$ cat config.mk
export PLATFORM = sky130hd
export DESIGN_NAME = enet_event_mask_control
export DESIGN_NICKNAME = d
export VERILOG_FILES = /design/src/logic/enet_event_mask_control.v
export VERILOG_INCLUDE_DIRS = /design/src /design/src/shared
export SDC_FILE = /design/constraint.sdc
export NUM_CORES = 1
export LEC_CHECK = 0
export BUFFER_PORTS_ARGS = -buffer_cell sky130_fd_sc_hd__buf_4
export CORE_UTILIZATION = 30
export DETAILED_ROUTE_END_ITERATION = 16
export GPL_TIMING_DRIVEN = 0
export SETUP_SLACK_MARGIN = 0.15
export SYNTH_ARGS = -nofsm -noshare
export SYNTH_HDL_FRONTEND = slang
export SYNTH_SLANG_ARGS = --single-unit
$ cat constraint.sdc
create_clock -name clk -period 3.7 [get_ports clk]
set_input_delay 0.74 -clock clk [delete_from_list [all_inputs] [get_ports clk]]
set_output_delay 0.74 -clock clk [all_outputs]
set_load 0.01 [all_outputs]
$ cat src/shared/enet_event_map.vh
// Register offsets, bit positions and timing constants of the event and control block
`ifndef ENET_EVENT_MAP_VH
`define ENET_EVENT_MAP_VH

// Byte offsets within the controller window
`define ADDR_EVENT 14'h3004
`define ADDR_ENABLE 14'h3008
`define ADDR_CONTROL 14'h3024
`define ADDR_MGMT_DATA 14'h3040
`define ADDR_MGMT_SPEED 14'h3044

// Event bit positions, word bit = 31 - printed bit
`define EV_HEARTBEAT 31
`define EV_RX_OVERSIZE 30
`define EV_TX_OVERSIZE 29
`define EV_GRACEFUL 28
`define EV_TX_FRAME 27
`define EV_MGMT_DONE 23
`define EV_LATE_COL 21
`define EV_RETRY_LIM 20
`define EV_TX_UNDERRUN 19
`define EV_TX_FIFO_FAULT 18
`define EV_RX_FIFO_FAULT 17
`define EV_IMPL_MASK 32'hf8be0000

// Control register fields
`define CTL_TAG_HI 31
`define CTL_TAG_LO 28
`define CTL_TEST_MODE 26
`define CTL_SPARE_OE 2
`define CTL_GLOBAL_EN 1
`define CTL_LOCAL_RESET 0
`define TAG_RESET 4'hf

// Speed register field, printed bits 25:30
`define SPEED_HI 6
`define SPEED_LO 1
`define SPEED_PREAMBLE_OFF 7

// Local reset sequence length in clocks
`define LOCAL_RESET_CYCLES 4'h8
// Retry limit for half duplex collisions
`define RETRY_LIMIT 5'h10

`endif

$ cat src/logic/enet_event_mask_control.v
// Event flags, interrupt enables, global control and management frame launch
// Notes on behaviour
// - Heartbeat flag sets when checking is on and no collision follows a send.
// - Receive oversize flag sets when a received frame exceeds max length.
// - Transmit oversize flag sets on a long frame; frame still sent whole.
// - Graceful stop flag sets when transmitter pauses after the current frame.
// - Transmit frame flag sets for each frame sent.
// - Management done flag sets when the PHY transfer completes.
// - Half duplex late collision sets flag, ends frame with bad CRC.
// - Half duplex sixteen collided attempts set retry flag, frame dropped.
// - FIFO underrun sets flag, bad CRC appended, remainder dropped.
// - Transmit or receive FIFO fault clears the global enable.
// - Interrupt is high while any event and its enable are both set.
// - Enable register is read/write and cleared by hardware reset.
// - Global enable gates receive and transmit at once; clearing it strobes bad CRC.
// - Writing one to local reset clears the global enable.
// - Local reset restores all registers but management and read data, aborts transfers, self clears in 8.
// - Test tag resets to all ones, drives tag bus, read value latched.
// - Test mode bit makes bus controller accept only slave interface requests.
// - Spare output enable bit is plain storage.
// - Management data write launches a frame unless divider is zero.
// - Divider written non-zero later launches the pending stored frame.
// - Management data register has no defined reset value.
// - Event bits clear on write of one; hardware reset clears all.
// - Divider N gives management clock of bus clock over 2N; zero holds low.
//
// Strobed register access was decided locally.
`include "enet_event_map.vh"
`timescale 1ns/1ns
`default_nettype none

module enet_event_mask_control #(
  parameter ADDR_WIDTH = 14
) (
  input wire clk,
  input wire sys_rst,
  input wire [ADDR_WIDTH-1:0] regAddr,
  input wire [31:0] regWriteData,
  input wire regWrite,
  input wire regRead,
  output reg [31:0] regReadData,
  output wire irq,
  // Transmit/receive engine status, same clock domain
  input wire halfDuplex,
  input wire heartbeatCheckEnable,
  input wire heartbeatMissed,
  input wire rxOversize,
  input wire txOversize,
  input wire txPaused,
  input wire txFrameDone,
  input wire txCollision,
  input wire txPastSlotTime,
  input wire txAttemptStart,
  input wire txUnderrun,
  input wire txFifoFault,
  input wire rxFifoFault,
  input wire mgmtDone,
  // Controls toward the engines
  output wire rxEnable,
  output wire txEnable,
  output reg txBadCrc,
  output reg txDiscard,
  output reg txRetryLimit,
  output wire localResetActive,
  output wire testSlaveOnly,
  output wire spareOutputEnable,
  output reg [3:0] tagBusOut,
  output wire tagBusDrive,
  input wire [3:0] tagBusIn,
  output reg mgmtStart,
  output reg [31:0] mgmtFrame,
  output wire preambleOff,
  output reg mgmtClock
);

  // ------------------------------------------------------------
  // Decode
  // ------------------------------------------------------------
  function hit;
    input [ADDR_WIDTH-1:0] a;
    input [13:0] target;
    begin
      hit = (a == target[ADDR_WIDTH-1:0]);
    end
  endfunction

  wire wrEvent = regWrite && hit(regAddr, `ADDR_EVENT);
  wire wrEnable = regWrite && hit(regAddr, `ADDR_ENABLE);
  wire wrControl = regWrite && hit(regAddr, `ADDR_CONTROL);
  wire wrData = regWrite && hit(regAddr, `ADDR_MGMT_DATA);
  wire wrSpeed = regWrite && hit(regAddr, `ADDR_MGMT_SPEED);

  reg [31:0] interruptEvent;
  reg [31:0] interruptEnable;
  reg globalEnable;
  reg testMode;
  reg spareOe;
  reg [3:0] tagIn;
  reg [3:0] tagOut;
  reg [3:0] resetCount;
  reg [5:0] speed;
  reg skipPreamble;
  reg mgmtPending;
  reg [5:0] divCount;
  reg [4:0] attempts;

  // Local reset holds every register except management data and read data at its reset value for 8 cycles
  wire localReset = (resetCount != 4'h0);
  wire anyReset = sys_rst || localReset;
  assign localResetActive = localReset;

  // ------------------------------------------------------------
  // Event sources
  // ------------------------------------------------------------
  // Retry counting lives here since the limit sets a flag
  wire collideEarly = halfDuplex && txCollision && !txPastSlotTime;
  wire retryHit = collideEarly && (attempts == `RETRY_LIMIT - 5'h1);
  wire lateCol = halfDuplex && txCollision && txPastSlotTime;

  reg [31:0] eventSet;
  always @* begin
    eventSet = 32'h0;
    eventSet[`EV_HEARTBEAT] = heartbeatCheckEnable && heartbeatMissed;
    eventSet[`EV_RX_OVERSIZE] = rxOversize;
    eventSet[`EV_TX_OVERSIZE] = txOversize;
    eventSet[`EV_GRACEFUL] = txPaused;
    eventSet[`EV_TX_FRAME] = txFrameDone;
    eventSet[`EV_MGMT_DONE] = mgmtDone;
    eventSet[`EV_LATE_COL] = lateCol;
    eventSet[`EV_RETRY_LIM] = retryHit;
    eventSet[`EV_TX_UNDERRUN] = txUnderrun;
    eventSet[`EV_TX_FIFO_FAULT] = txFifoFault;
    eventSet[`EV_RX_FIFO_FAULT] = rxFifoFault;
  end

  // ------------------------------------------------------------
  // Event and enable registers
  // ------------------------------------------------------------
  // New events win over a same-cycle clear
  always @(posedge clk) begin
    if (anyReset) begin
      interruptEvent <= 32'h0;
      interruptEnable <= 32'h0;
    end else begin
      interruptEvent <= ((interruptEvent & ~(wrEvent ? regWriteData : 32'h0)) | eventSet)
        & `EV_IMPL_MASK;
      if (wrEnable) begin
        interruptEnable <= regWriteData & `EV_IMPL_MASK;
      end
    end
  end

  assign irq = |(interruptEvent & interruptEnable);

  always @(posedge clk) begin
    if (anyReset) begin
      attempts <= 5'h0;
    end else if (txFrameDone || retryHit || lateCol) begin
      attempts <= 5'h0;
    end else if (collideEarly) begin
      attempts <= attempts + 5'h1;
    end
  end

  // Any cause other than reset that drops the global enable on this edge
  wire writeReset = wrControl && regWriteData[`CTL_LOCAL_RESET];
  wire fifoFault = txFifoFault || rxFifoFault;
  wire next_disable = writeReset || fifoFault ||
    (wrControl && !regWriteData[`CTL_GLOBAL_EN]);

  // Transmit frame termination strobes toward the engine
  always @(posedge clk) begin
    if (anyReset) begin
      txBadCrc <= 1'b0;
      txDiscard <= 1'b0;
      txRetryLimit <= 1'b0;
    end else begin
      txBadCrc <= lateCol || txUnderrun || (globalEnable && next_disable);
      txDiscard <= lateCol || txUnderrun || retryHit;
      txRetryLimit <= retryHit;
    end
  end

  // ------------------------------------------------------------
  // Control register
  // ------------------------------------------------------------
  always @(posedge clk) begin
    if (sys_rst) begin
      resetCount <= 4'h0;
    end else if (writeReset && !localReset) begin
      resetCount <= `LOCAL_RESET_CYCLES;
    end else if (localReset) begin
      resetCount <= resetCount - 4'h1;
    end
  end

  always @(posedge clk) begin
    if (anyReset) begin
      globalEnable <= 1'b0;
      testMode <= 1'b0;
      spareOe <= 1'b0;
      tagIn <= `TAG_RESET;
    end else begin
      if (writeReset || fifoFault) begin
        globalEnable <= 1'b0;
      end else if (wrControl) begin
        globalEnable <= regWriteData[`CTL_GLOBAL_EN];
      end
      if (wrControl) begin
        testMode <= regWriteData[`CTL_TEST_MODE];
        spareOe <= regWriteData[`CTL_SPARE_OE];
        tagIn <= regWriteData[`CTL_TAG_HI:`CTL_TAG_LO];
      end
    end
  end

  assign rxEnable = globalEnable;
  assign txEnable = globalEnable;
  assign testSlaveOnly = testMode;
  assign spareOutputEnable = spareOe;

  // Tag bus: driven on writes elsewhere, sampled on reads
  assign tagBusDrive = regWrite && !hit(regAddr, `ADDR_CONTROL);
  always @(posedge clk) begin
    if (anyReset) begin
      tagOut <= `TAG_RESET;
      tagBusOut <= `TAG_RESET;
    end else begin
      tagBusOut <= tagIn;
      if (regRead) begin
        tagOut <= tagBusIn;
      end
    end
  end

  // ------------------------------------------------------------
  // Management launch and clock
  // ------------------------------------------------------------
  // Data keeps no reset so software sees whatever was left behind
  always @(posedge clk) begin
    if (wrData) begin
      mgmtFrame <= regWriteData;
    end
  end

  wire [5:0] next_speed = regWriteData[`SPEED_HI:`SPEED_LO];

  always @(posedge clk) begin
    if (anyReset) begin
      speed <= 6'h0;
      skipPreamble <= 1'b0;
      mgmtPending <= 1'b0;
      mgmtStart <= 1'b0;
    end else begin
      mgmtStart <= 1'b0;
      if (wrSpeed) begin
        speed <= next_speed;
        skipPreamble <= regWriteData[`SPEED_PREAMBLE_OFF];
      end
      if (wrData && speed == 6'h0 && !(wrSpeed && next_speed != 6'h0)) begin
        mgmtPending <= 1'b1;
      end else if (wrData) begin
        mgmtStart <= 1'b1;
        mgmtPending <= 1'b0;
      end else if (mgmtPending && wrSpeed && next_speed != 6'h0) begin
        mgmtStart <= 1'b1;
        mgmtPending <= 1'b0;
      end
    end
  end

  assign preambleOff = skipPreamble;

  // Toggle every N cycles gives bus clock over 2N
  always @(posedge clk) begin
    if (anyReset || speed == 6'h0) begin
      divCount <= 6'h0;
      mgmtClock <= 1'b0;
    end else if (divCount + 6'h1 >= speed) begin
      divCount <= 6'h0;
      mgmtClock <= ~mgmtClock;
    end else begin
      divCount <= divCount + 6'h1;
    end
  end

  // ------------------------------------------------------------
  // Read back
  // ------------------------------------------------------------
  reg [31:0] next_readData;
  always @* begin
    next_readData = 32'h0;
    if (hit(regAddr, `ADDR_EVENT)) begin
      next_readData = interruptEvent;
    end else if (hit(regAddr, `ADDR_ENABLE)) begin
      next_readData = interruptEnable;
    end else if (hit(regAddr, `ADDR_CONTROL)) begin
      next_readData[`CTL_TAG_HI:`CTL_TAG_LO] = tagOut;
      next_readData[`CTL_SPARE_OE] = spareOe;
      next_readData[`CTL_GLOBAL_EN] = globalEnable;
      next_readData[`CTL_LOCAL_RESET] = localReset;
    end else if (hit(regAddr, `ADDR_MGMT_DATA)) begin
      next_readData = mgmtFrame;
    end else if (hit(regAddr, `ADDR_MGMT_SPEED)) begin
      next_readData[`SPEED_PREAMBLE_OFF] = skipPreamble;
      next_readData[`SPEED_HI:`SPEED_LO] = speed;
    end
  end

  // layout is baked into the field constants
  always @(posedge clk) begin
    if (sys_rst) begin
      regReadData <= 32'h0;
    end else if (regRead) begin
      regReadData <= next_readData;
    end else begin
      regReadData <= 32'h0;
    end
  end

endmodule

`default_nettype wire

Word-level counts from Yosys, hierarchy flattened
Index checks and enable logic that the tools add are counted.
- register bits: 150
- output and inout bits: 81
- $add $sub $neg: 3
- order comparisons: 1
- equality and inequality tests: 6
- multiplexer cells: 17
- bitwise logic cells: 6
- reduce and logical (&&, ||, !) cells: 47
- operator list (kind ; number):
    $mux W32 ; 3
    $eq A14 B14 Y1 const B ; 5
    $and A32 B32 Y32 ; 2
    $not A32 Y32 ; 1
    $or A32 B32 Y32 ; 1
    $reduce_or A32 Y1 ; 1
    $mux W25 ; 1
    $mux W24 ; 1
    $logic_and A1 B1 Y1 ; 20
    $mux W7 ; 2
    $mux W4 ; 3
    $reduce_or A2 Y1 ; 6
    $logic_or A1 B1 Y1 ; 10
    $add A6 B1 Y6 const B ; 1
    $ge A6 B6 Y1 ; 1
    $logic_not A6 Y1 ; 1
    $mux W1 ; 6
    $reduce_bool A6 Y1 ; 1
    $add A5 B1 Y5 const B ; 1
    $eq A5 B4 Y1 const B ; 1
    $logic_not A1 Y1 ; 5
    $reduce_bool A4 Y1 ; 1
    $sub A4 B1 Y4 const B ; 1
    $mux W3 ; 1
    other kinds (3) ; 4

Logic depth before layout (Yosys ltp)
Gate-level depths: netlist of run 1.
- depth after elaboration: 7
- mapped depth: 8

Least setup slack after synthesis of run 1
No wires, ideal clock.
- path type: input -> register
- start: input regAddr[9]
- end: register mgmtFrame[0] (enable)
- data arrival time: 3467 ps
- path slack: -213 ps
- stages: 3
- cell sequence: or4bb_1 -> clkbuf_1 -> nor4_2
- longest elaborated chain between the ends: 2
- ends and longest elaborated chain (element ; RTL line ; source):
    start, declared ; enet_event_mask_control.v:37 ; input wire [ADDR_WIDTH-1:0] regAddr,
    $eq A14 B14 Y1 ; enet_event_mask_control.v:83 ; hit = (a == target[ADDR_WIDTH-1:0]);
    $logic_and A1 B1 Y1 ; enet_event_mask_control.v:90 ; wire wrData = regWrite && hit(regAddr, `ADDR_MGMT_DATA);
    named net wrData ; enet_event_mask_control.v:90 ;
    end signal, assigned ; enet_event_mask_control.v:242 ; mgmtFrame <= regWriteData;
    end, declared ; enet_event_mask_control.v:71 ; output reg [31:0] mgmtFrame,
The timed path passes the listed nets, and every way through them passes these cells.
A chain may end at the register's enable or synchronous reset.

Worst setup path after layout of run 1
- start: input regAddr[9]
- end: output tagBusDrive
- longest elaborated chain between the ends: 3
- ends and longest elaborated chain (element ; RTL line ; source):
    $eq A14 B14 Y1 ; enet_event_mask_control.v:83 ;
    $logic_not A1 Y1 ; enet_event_mask_control.v:223 ; assign tagBusDrive = regWrite && !hit(regAddr, `ADDR_CONTROL);
    $logic_and A1 B1 Y1 ; enet_event_mask_control.v:223 ;
    end, declared ; enet_event_mask_control.v:68 ; output wire tagBusDrive,
Every way passes these cells.

==> summary.txt, run 1 <==
Placement
  • Final estimated routing congestion in global placement: 0.798
  • IO Port Bufs: 146
  • Pre-CTS setup slack: 633 ps
  • Half-perimeter wire length after detailed placement: 11.0 mm

Synth
  • Warning count from the yosys run: 0
  • Count of different cell masters after synthesis: 60
  • Async set or reset register ratio after synthesis: 0
  • Dominant cells by area after synthesis: sky130_fd_sc_hd__dfxtp_1 (38%), sky130_fd_sc_hd__edfxtp_1 (19%), sky130_fd_sc_hd__mux2i_1 (5.9%)
  • Number of nets in the synthesized netlist: 544
  • Fraction of post-synthesis cell area in the top cell type by area: 0.381
  • Post-synthesis cell type with the largest combined area: sky130_fd_sc_hd__dfxtp_1
  • Cell count after synthesis: 465
  • Count of state elements after synthesis: 129
  • Post-synth EDFFs: 32
  • Register area share after synthesis: 0.570
  • Most used DFF post-synth: sky130_fd_sc_hd__dfxtp_1
  • Area of the mapped netlist: 5090 um2
  • Mapped Avg Cell Area: 11.0 um2

GRT
  • First-pass GRT wire length: 22.3 mm
  • Sum of overflow across all layers after global routing: 0
  • Number of global-route vias before repair: 4,101
  • Pin count of the biggest net entering global routing: 17
  • Antenna violations before repair: 0
  • Tot GR Track Use: 0.170

STA
  • Final setup violation count: 0
  • Final period utilization: 0.822
  • Setup TNS: 0 ps
  • Rel. slew slack: 0.378
  • Maximum achievable frequency: 329 MHz
  • Unrepaired setup endpoints after global routing: false
  • Hold violation count in the final report: 0
  • Transition at the pin with the smallest max-transition slack: 924 ps
  • Number of max-slew violations in the final report: 0
  • Setup WS post-layout: 659 ps
  • Shortest clock period the worst path allows after layout: 3040 ps
  • Minimum hold slack: 439 ps
  • Layout Skew: 7.11 ps

Worst setup path
  • Category of the critical setup timing path: primary input to output pin
  • Startpoint of the worst setup timing path: regAddr[9]
  • Arr. time, crit path: 2300 ps
  • Required time at the worst-slack endpoint: 2960 ps
  • Worst-path maximum fanout: 8
  • Endpoint kind of the worst setup timing path: output pin
  • Worst Setup Start Kind: primary input
  • Source of the worst register-to-register timing path: resetCount[0]

Clock tree
  • CTS buffer count: 17
  • CTS tree: done
  • Root Driver: sky130_fd_sc_hd__clkbuf_16
  • Clock Latency Late Sink: 410 ps
  • Number of buffers between clock root and the deepest sink: 2
  • Worst-path clk slew: 50 ps
  • Hold bufs inserted after CTS: 0
  • Num Clock Sinks: 129
  • H-Tree Depth: 4
  • Post-CTS setup-driven buffer insertion count: 0
  • Resized cells post-CTS: 0

Route
  • Router iterations before antenna repair: 5
  • Detailed-route via count: 4,187
  • Wire per inst: 16.9 um
  • Via-to-Cell Ratio: 4.83
  • Number of nets with antenna violations after routing: 0
  • DRC errors left: 0
  • Count of routing violations after the opening detailed-route iteration: 273
  • DRT Wirelength: 14.7 mm

Min path
  • HP Class: flop to flop
  • Hold_sp: tagIn[1]

Floorplan
  • Number of rows in the core area: 47
  • Core Area: 16,600 um2
  • Die width: 132 um
  • Y dimension of the die: 132 um
  • Initial Utilization: 0.307
  • Boundary pin count: 149
  • Die Footprint: 17,500 um2

Flow run
  • Maximum Capacitance Violations: 0

Layout
  • Register Area: 2900 um2
  • Filler cell count: 1,611
  • Diode insertion count for antenna repair: 0
  • Combined area of the multi-input logic cells: 2020 um2
  • Layout Area Growth over Synthesis: 39.7%
  • Post-layout net count: 712
  • Fraction of final layout cells with drive strength greater than 1: 0.308

Power and ir drop
  • Worst VDD drop: 0.326 mV
  • Power per Cell Area: 519 nW/um2
  • Overall power after layout: 3.69 mW
  • Leakage power total: 2.95 nW

Status
  • Run status: finished, final reports clean
cells in the final DEF (no fill, tap or decap), types with 6 or more instances in the layout:
master	instances
sky130_fd_sc_hd__a21oi_1	17
sky130_fd_sc_hd__a22oi_1	12
sky130_fd_sc_hd__a2bb2oi_1	7
sky130_fd_sc_hd__a31oi_1	13
sky130_fd_sc_hd__and2_1	13
sky130_fd_sc_hd__buf_4	147
sky130_fd_sc_hd__clkbuf_1	22
sky130_fd_sc_hd__clkbuf_16	19
sky130_fd_sc_hd__dfxtp_1	97
sky130_fd_sc_hd__edfxtp_1	32
sky130_fd_sc_hd__ha_1	11
sky130_fd_sc_hd__inv_1	19
sky130_fd_sc_hd__mux2i_1	30
sky130_fd_sc_hd__nand2_1	19
sky130_fd_sc_hd__nand2b_1	6
sky130_fd_sc_hd__nand3_1	10
sky130_fd_sc_hd__nor2_1	48
sky130_fd_sc_hd__nor2_2	7
sky130_fd_sc_hd__nor2b_1	8
sky130_fd_sc_hd__o21ai_0	15
cell type report:
cell class	count	share of cell area
clock buffers	28	0.0758
inverters	19	0.0100
multi-input cells	295	0.284
plain buffers	22	0.0146
well taps	220	0.0387
flip-flops and latches	129	0.408
clock inverters	4	0.00985
repair buffers	149	0.159
state kept, by name, summed over array words and instances, names as in the netlist:
name and cells:
attempts 5, divCount 6, interruptEnable 11, interruptEvent 11
mgmtClock 1, mgmtFrame 32, mgmtPending 1, mgmtStart 1
preambleOff 1, regReadData 32, resetCount 4, rxEnable 1
spareOutputEnable 1, speed 6, tagBusOut 4, tagIn 4
tagOut 4, testSlaveOnly 1, txBadCrc 1, txDiscard 1
txRetryLimit 1
where the power goes:
group	total (mW)	internal [mW]	switching, mW
Clock	1.70	1.13	0.578
Combinational	0.430	0.169	0.261
Sequential	1.56	1.51	0.0478
kinds of logic after synthesis:
group           count (synthesis)  synth area share
compound gates                 94             0.125
xor+xnor                        8            0.0138
fa+ha+maj                      11            0.0270
buf+inv                        41            0.0344
flops                         129             0.570
mux                            30            0.0590
simple gates                  152             0.171
cell usage after synthesis (all sizes together) (2+ instances only):
master   number
clkbuf       16
a2bb2oi       7
nor4          8
mux2i        30
and3          2
or3b          2
a21o          2
o22ai         3
a22o          4
xor2          5
ha           11
a311oi        3
nor2         55
nand3        10
dfxtp        97
nand2b        6
inv          19
edfxtp       32
buf           6
or4b          2
xnor2         3
a21oi        17
nand2        19
nor3          3
and2         13
a22oi        12
or2           6
a32oi         2
nand4         6
o211ai        3
and3b         4
nor4b         2
nor2b         8
a31oi        13
a311o         2
o21ai        18
a221oi        2
metal layers:
metal  up-vias  routed length [um]  share of wire  global-route usage
met5         -                   0              0                   0
met4         0                 231          0.016              0.0594
met3        21                1100          0.075              0.0565
met2       164                6950           0.47               0.281
met1      1979                6370           0.43               0.206
li1       2023                   -              -                   -
critical path, stage by stage:
cell and delay (ps):
sky130_fd_sc_hd__buf_4 110, sky130_fd_sc_hd__nor4bb_1 310, sky130_fd_sc_hd__clkbuf_1 310, sky130_fd_sc_hd__and4_1 230, sky130_fd_sc_hd__clkbuf_1 340, sky130_fd_sc_hd__nor2b_1 100, sky130_fd_sc_hd__buf_4 160
final timing paths:
check / slack (ps) / cells after the start / endpoint
setup / recovery: 660 / 7 / tagBusDrive
setup reg to reg: 1100 / 8 / interruptEvent[30]
hold / removal: 440 / 1 / tagBusOut[1]
hold reg to reg: 440 / 1 / tagBusOut[1]
metrics by stage:
step | util | area [um2] | std cells
after global routing | 0.429 | 7120 | 866
after floorplan | - | 5100 | 465
after global placement | 0.390 | 6470 | 831
final | 0.429 | 7120 | 866
after CTS | 0.429 | 7120 | 866
after detailed placement | 0.392 | 6510 | 834
Note: power is estimated with default switching activity, not from simulation.
==> run 2: changes to the inputs <==
clock period = 2.9 ns   (was 3.7 ns; I/O delays follow)
==> run 2 against run 1 <==
  * First-iteration DRC count down 41%
  * Design area down 0.63%
  * Sequential power up 28%
  * Wire length about the same
  * Non-clock buffer count unchanged
  * Global-route usage down 0.13 points
  * Clock-buffer cell count down 6
  * Flip-flop and latch count unchanged
==> summary.txt, run 2 (synthesis results as in run 1) <==
Route
  • Via-to-Cell Ratio: 4.87 (was 4.83)
  • Router iterations before antenna repair: 5 (unchanged)
  • Detailed-route via count: 4,214 (was 4,187)
  • DRC errors left: 0 (unchanged)
  • Wire per inst: 16.9 um (about the same)
  • Number of nets with antenna violations after routing: 0 (unchanged)
  • DRT Wirelength: 14.7 mm (about the same)
  • Count of routing violations after the opening detailed-route iteration: 160 (was 273)

Power and ir drop
  • Power per Cell Area: 641 nW/um2 (was 519 nW/um2)
  • Sw Share: 0.255 (was 0.240)
  • Overall power after layout: 4.53 mW (was 3.69 mW)
  • Clk network pwr share: 0.439 (was 0.461)
  • Worst VDD drop: 0.424 mV (was 0.326 mV)
  • Power share of the combinational group: 0.122 (was 0.117)
  • Internal portion of total power: 3.38 mW (was 2.80 mW)
  • Leakage power total: 2.94 nW (was 2.95 nW)
  • Switching power of the nets: 1.15 mW (was 0.887 mW)
  • Seq pwr share: 0.438 (was 0.422)

STA
  • Transition at the pin with the smallest max-transition slack: 919 ps (was 924 ps)
  • Rel. slew slack: 0.382 (was 0.378)
  • Final setup violation count: 0 (unchanged)
  • Hold violation count in the final report: 0 (unchanged)
  • Shortest clock period the worst path allows after layout: 2540 ps
  • Setup WS post-layout: 361 ps (was 659 ps)
  • Unrepaired setup endpoints after global routing: false (unchanged)
  • Layout Skew: 4.39 ps (was 7.11 ps)
  • Maximum achievable frequency: 394 MHz
  • Final period utilization: 0.875
  • Number of max-slew violations in the final report: 0 (unchanged)

Clock tree
  • CTS buffer count: 17 (unchanged)
  • Root Driver: sky130_fd_sc_hd__clkbuf_16 (unchanged)
  • Worst-path clk slew: 50 ps (about the same)
  • Number of buffers between clock root and the deepest sink: 2 (unchanged)
  • Post-CTS setup-driven buffer insertion count: 0 (unchanged)
  • H-Tree Depth: 4 (unchanged)
  • Resized cells post-CTS: 0 (unchanged)
  • CTS tree: done (unchanged)
  • Hold bufs inserted after CTS: 0 (unchanged)
  • Num Clock Sinks: 129 (unchanged)
  • Clock Latency Late Sink: 410 ps (about the same)

Floorplan
  • Number of rows in the core area: 47 (unchanged)
  • Y dimension of the die: 132 um (unchanged)
  • Initial Utilization: 0.307 (unchanged)
  • Core Area: 16,600 um2 (unchanged)
  • Die Footprint: 17,500 um2 (unchanged)
  • Boundary pin count: 149 (unchanged)
  • Die width: 132 um (unchanged)

Worst setup path
  • Gate family responsible for the most delay along the worst path: buffers and inverters (unchanged)
  • Critical Path Slowest Stage Cell: sky130_fd_sc_hd__nor4bb_1 (was sky130_fd_sc_hd__clkbuf_1)
  • CP max stage delay: 310 ps (was 340 ps)
  • Crit path buffers/inverters: 4 (unchanged)
  • Arr. time, crit path: 1960 ps (was 2300 ps)
  • Worst-path maximum fanout: 8 (unchanged)
  • Crit path top cell by count: sky130_fd_sc_hd__buf_4
  • Worst Setup Start Kind: primary input (unchanged)
  • Endpoint kind of the worst setup timing path: output pin (unchanged)
  • Category of the critical setup timing path: primary input to output pin (unchanged)
  • Required time at the worst-slack endpoint: 2320 ps (was 2960 ps)
  • Ordered list of cells on the worst path: buf_4 -> nor4bb_1 -> clkbuf_1 -> and4_1 -> clkbuf_2 -> nor2b_1 -> buf_4 (was buf_4 -> nor4bb_1 -> clkbuf_1 -> and4_1 -> clkbuf_1 -> nor2b_1 -> buf_4)

Layout
  • Most common library cell in the layout ignoring fill and taps: sky130_fd_sc_hd__buf_4 (unchanged)
  • Fraction of final layout cells with drive strength greater than 1: 0.319 (was 0.308)
  • Post-layout net count: 712 (unchanged)
  • Layout Area Growth over Synthesis: 38.8% (was 39.7%)
  • Diode insertion count for antenna repair: 0 (unchanged)
  • Combined area of the multi-input logic cells: 2030 um2 (was 2020 um2)
  • Most used cells in the layout excluding fill and tap cells: sky130_fd_sc_hd__buf_4 (147), sky130_fd_sc_hd__dfxtp_1 (97), sky130_fd_sc_hd__nor2_1 (47) (was sky130_fd_sc_hd__buf_4 (147), sky130_fd_sc_hd__dfxtp_1 (97), sky130_fd_sc_hd__nor2_1 (48))
  • Register Area: 2900 um2 (unchanged)
  • Filler cell count: 1,627 (was 1,611)
  • Largest registers in the final layout: mgmtFrame: 32 flops, regReadData: 32 flops (unchanged)

GRT
  • Number of global-route vias before repair: 4,168 (was 4,101)
  • Pin count of the biggest net entering global routing: 17 (unchanged)
  • Sum of overflow across all layers after global routing: 0 (unchanged)
  • First-pass GRT wire length: 22.2 mm (was 22.3 mm)
  • Antenna violations before repair: 0 (unchanged)
  • Tot GR Track Use: 0.169 (was 0.170)

Placement
  • Final estimated routing congestion in global placement: 0.816 (was 0.798)
  • Pre-CTS setup slack: 44.0 ps (was 633 ps)
  • Half-perimeter wire length after detailed placement: 11.1 mm (was 11.0 mm)
  • IO Port Bufs: 146 (unchanged)

Flow run
  • Maximum Capacitance Violations: 0 (unchanged)

Min path
  • HP Class: primary input to flop (was flop to flop)

Status
  • Run status: finished, final reports clean (unchanged)
run 2: metal layers:
layer	track usage	share of wire	up-vias
met5	0	0	-
li1	-	-	2026
met4	0.0734	0.019	0
met2	0.266	0.46	149
met1	0.216	0.46	2019
met3	0.0461	0.059	20
run 2: final cells by class:
type	count	area share
inverters	19	0.0101
clock inverters	10	0.0117
well taps	220	0.0389
multi-input cells	295	0.287
flip-flops and latches	129	0.410
repair buffers	149	0.160
clock buffers	22	0.0671
plain buffers	22	0.0149
run 2: metrics by stage:
stage	instances	TNS, ps	area [um2]	hold WS, ps	utilization
after floorplan	465	-45.4	5110	417	-
after global placement	831	-32560	6480	427	0.391
after detailed placement	834	0	6510	436	0.393
after CTS	866	0	7070	319	0.426
after global routing	866	0	7070	319	0.426
final	866	0	7070	337	0.426
run 2: worst paths after layout:
check	startpoint	endpoint	cells after the start	slack (ps)
max	regAddr[9]	tagBusDrive	7	360
max reg2reg	resetCount[0]	interruptEvent[30]	8	490
min	regWriteData[10]	mgmtFrame[10]	1	340
min reg2reg	tagIn[0]	tagBusOut[0]	1	450
run 2: power by group through the flow:
stage	clock network, mW	registers (mW)	logic, mW
after floorplan	0	2.01	0.305
after global placement	0	2.02	0.534
after detailed placement	0	2.02	0.553
after CTS	2.05	1.98	0.554
after global routing	2.12	1.99	0.614
final	1.99	1.99	0.555
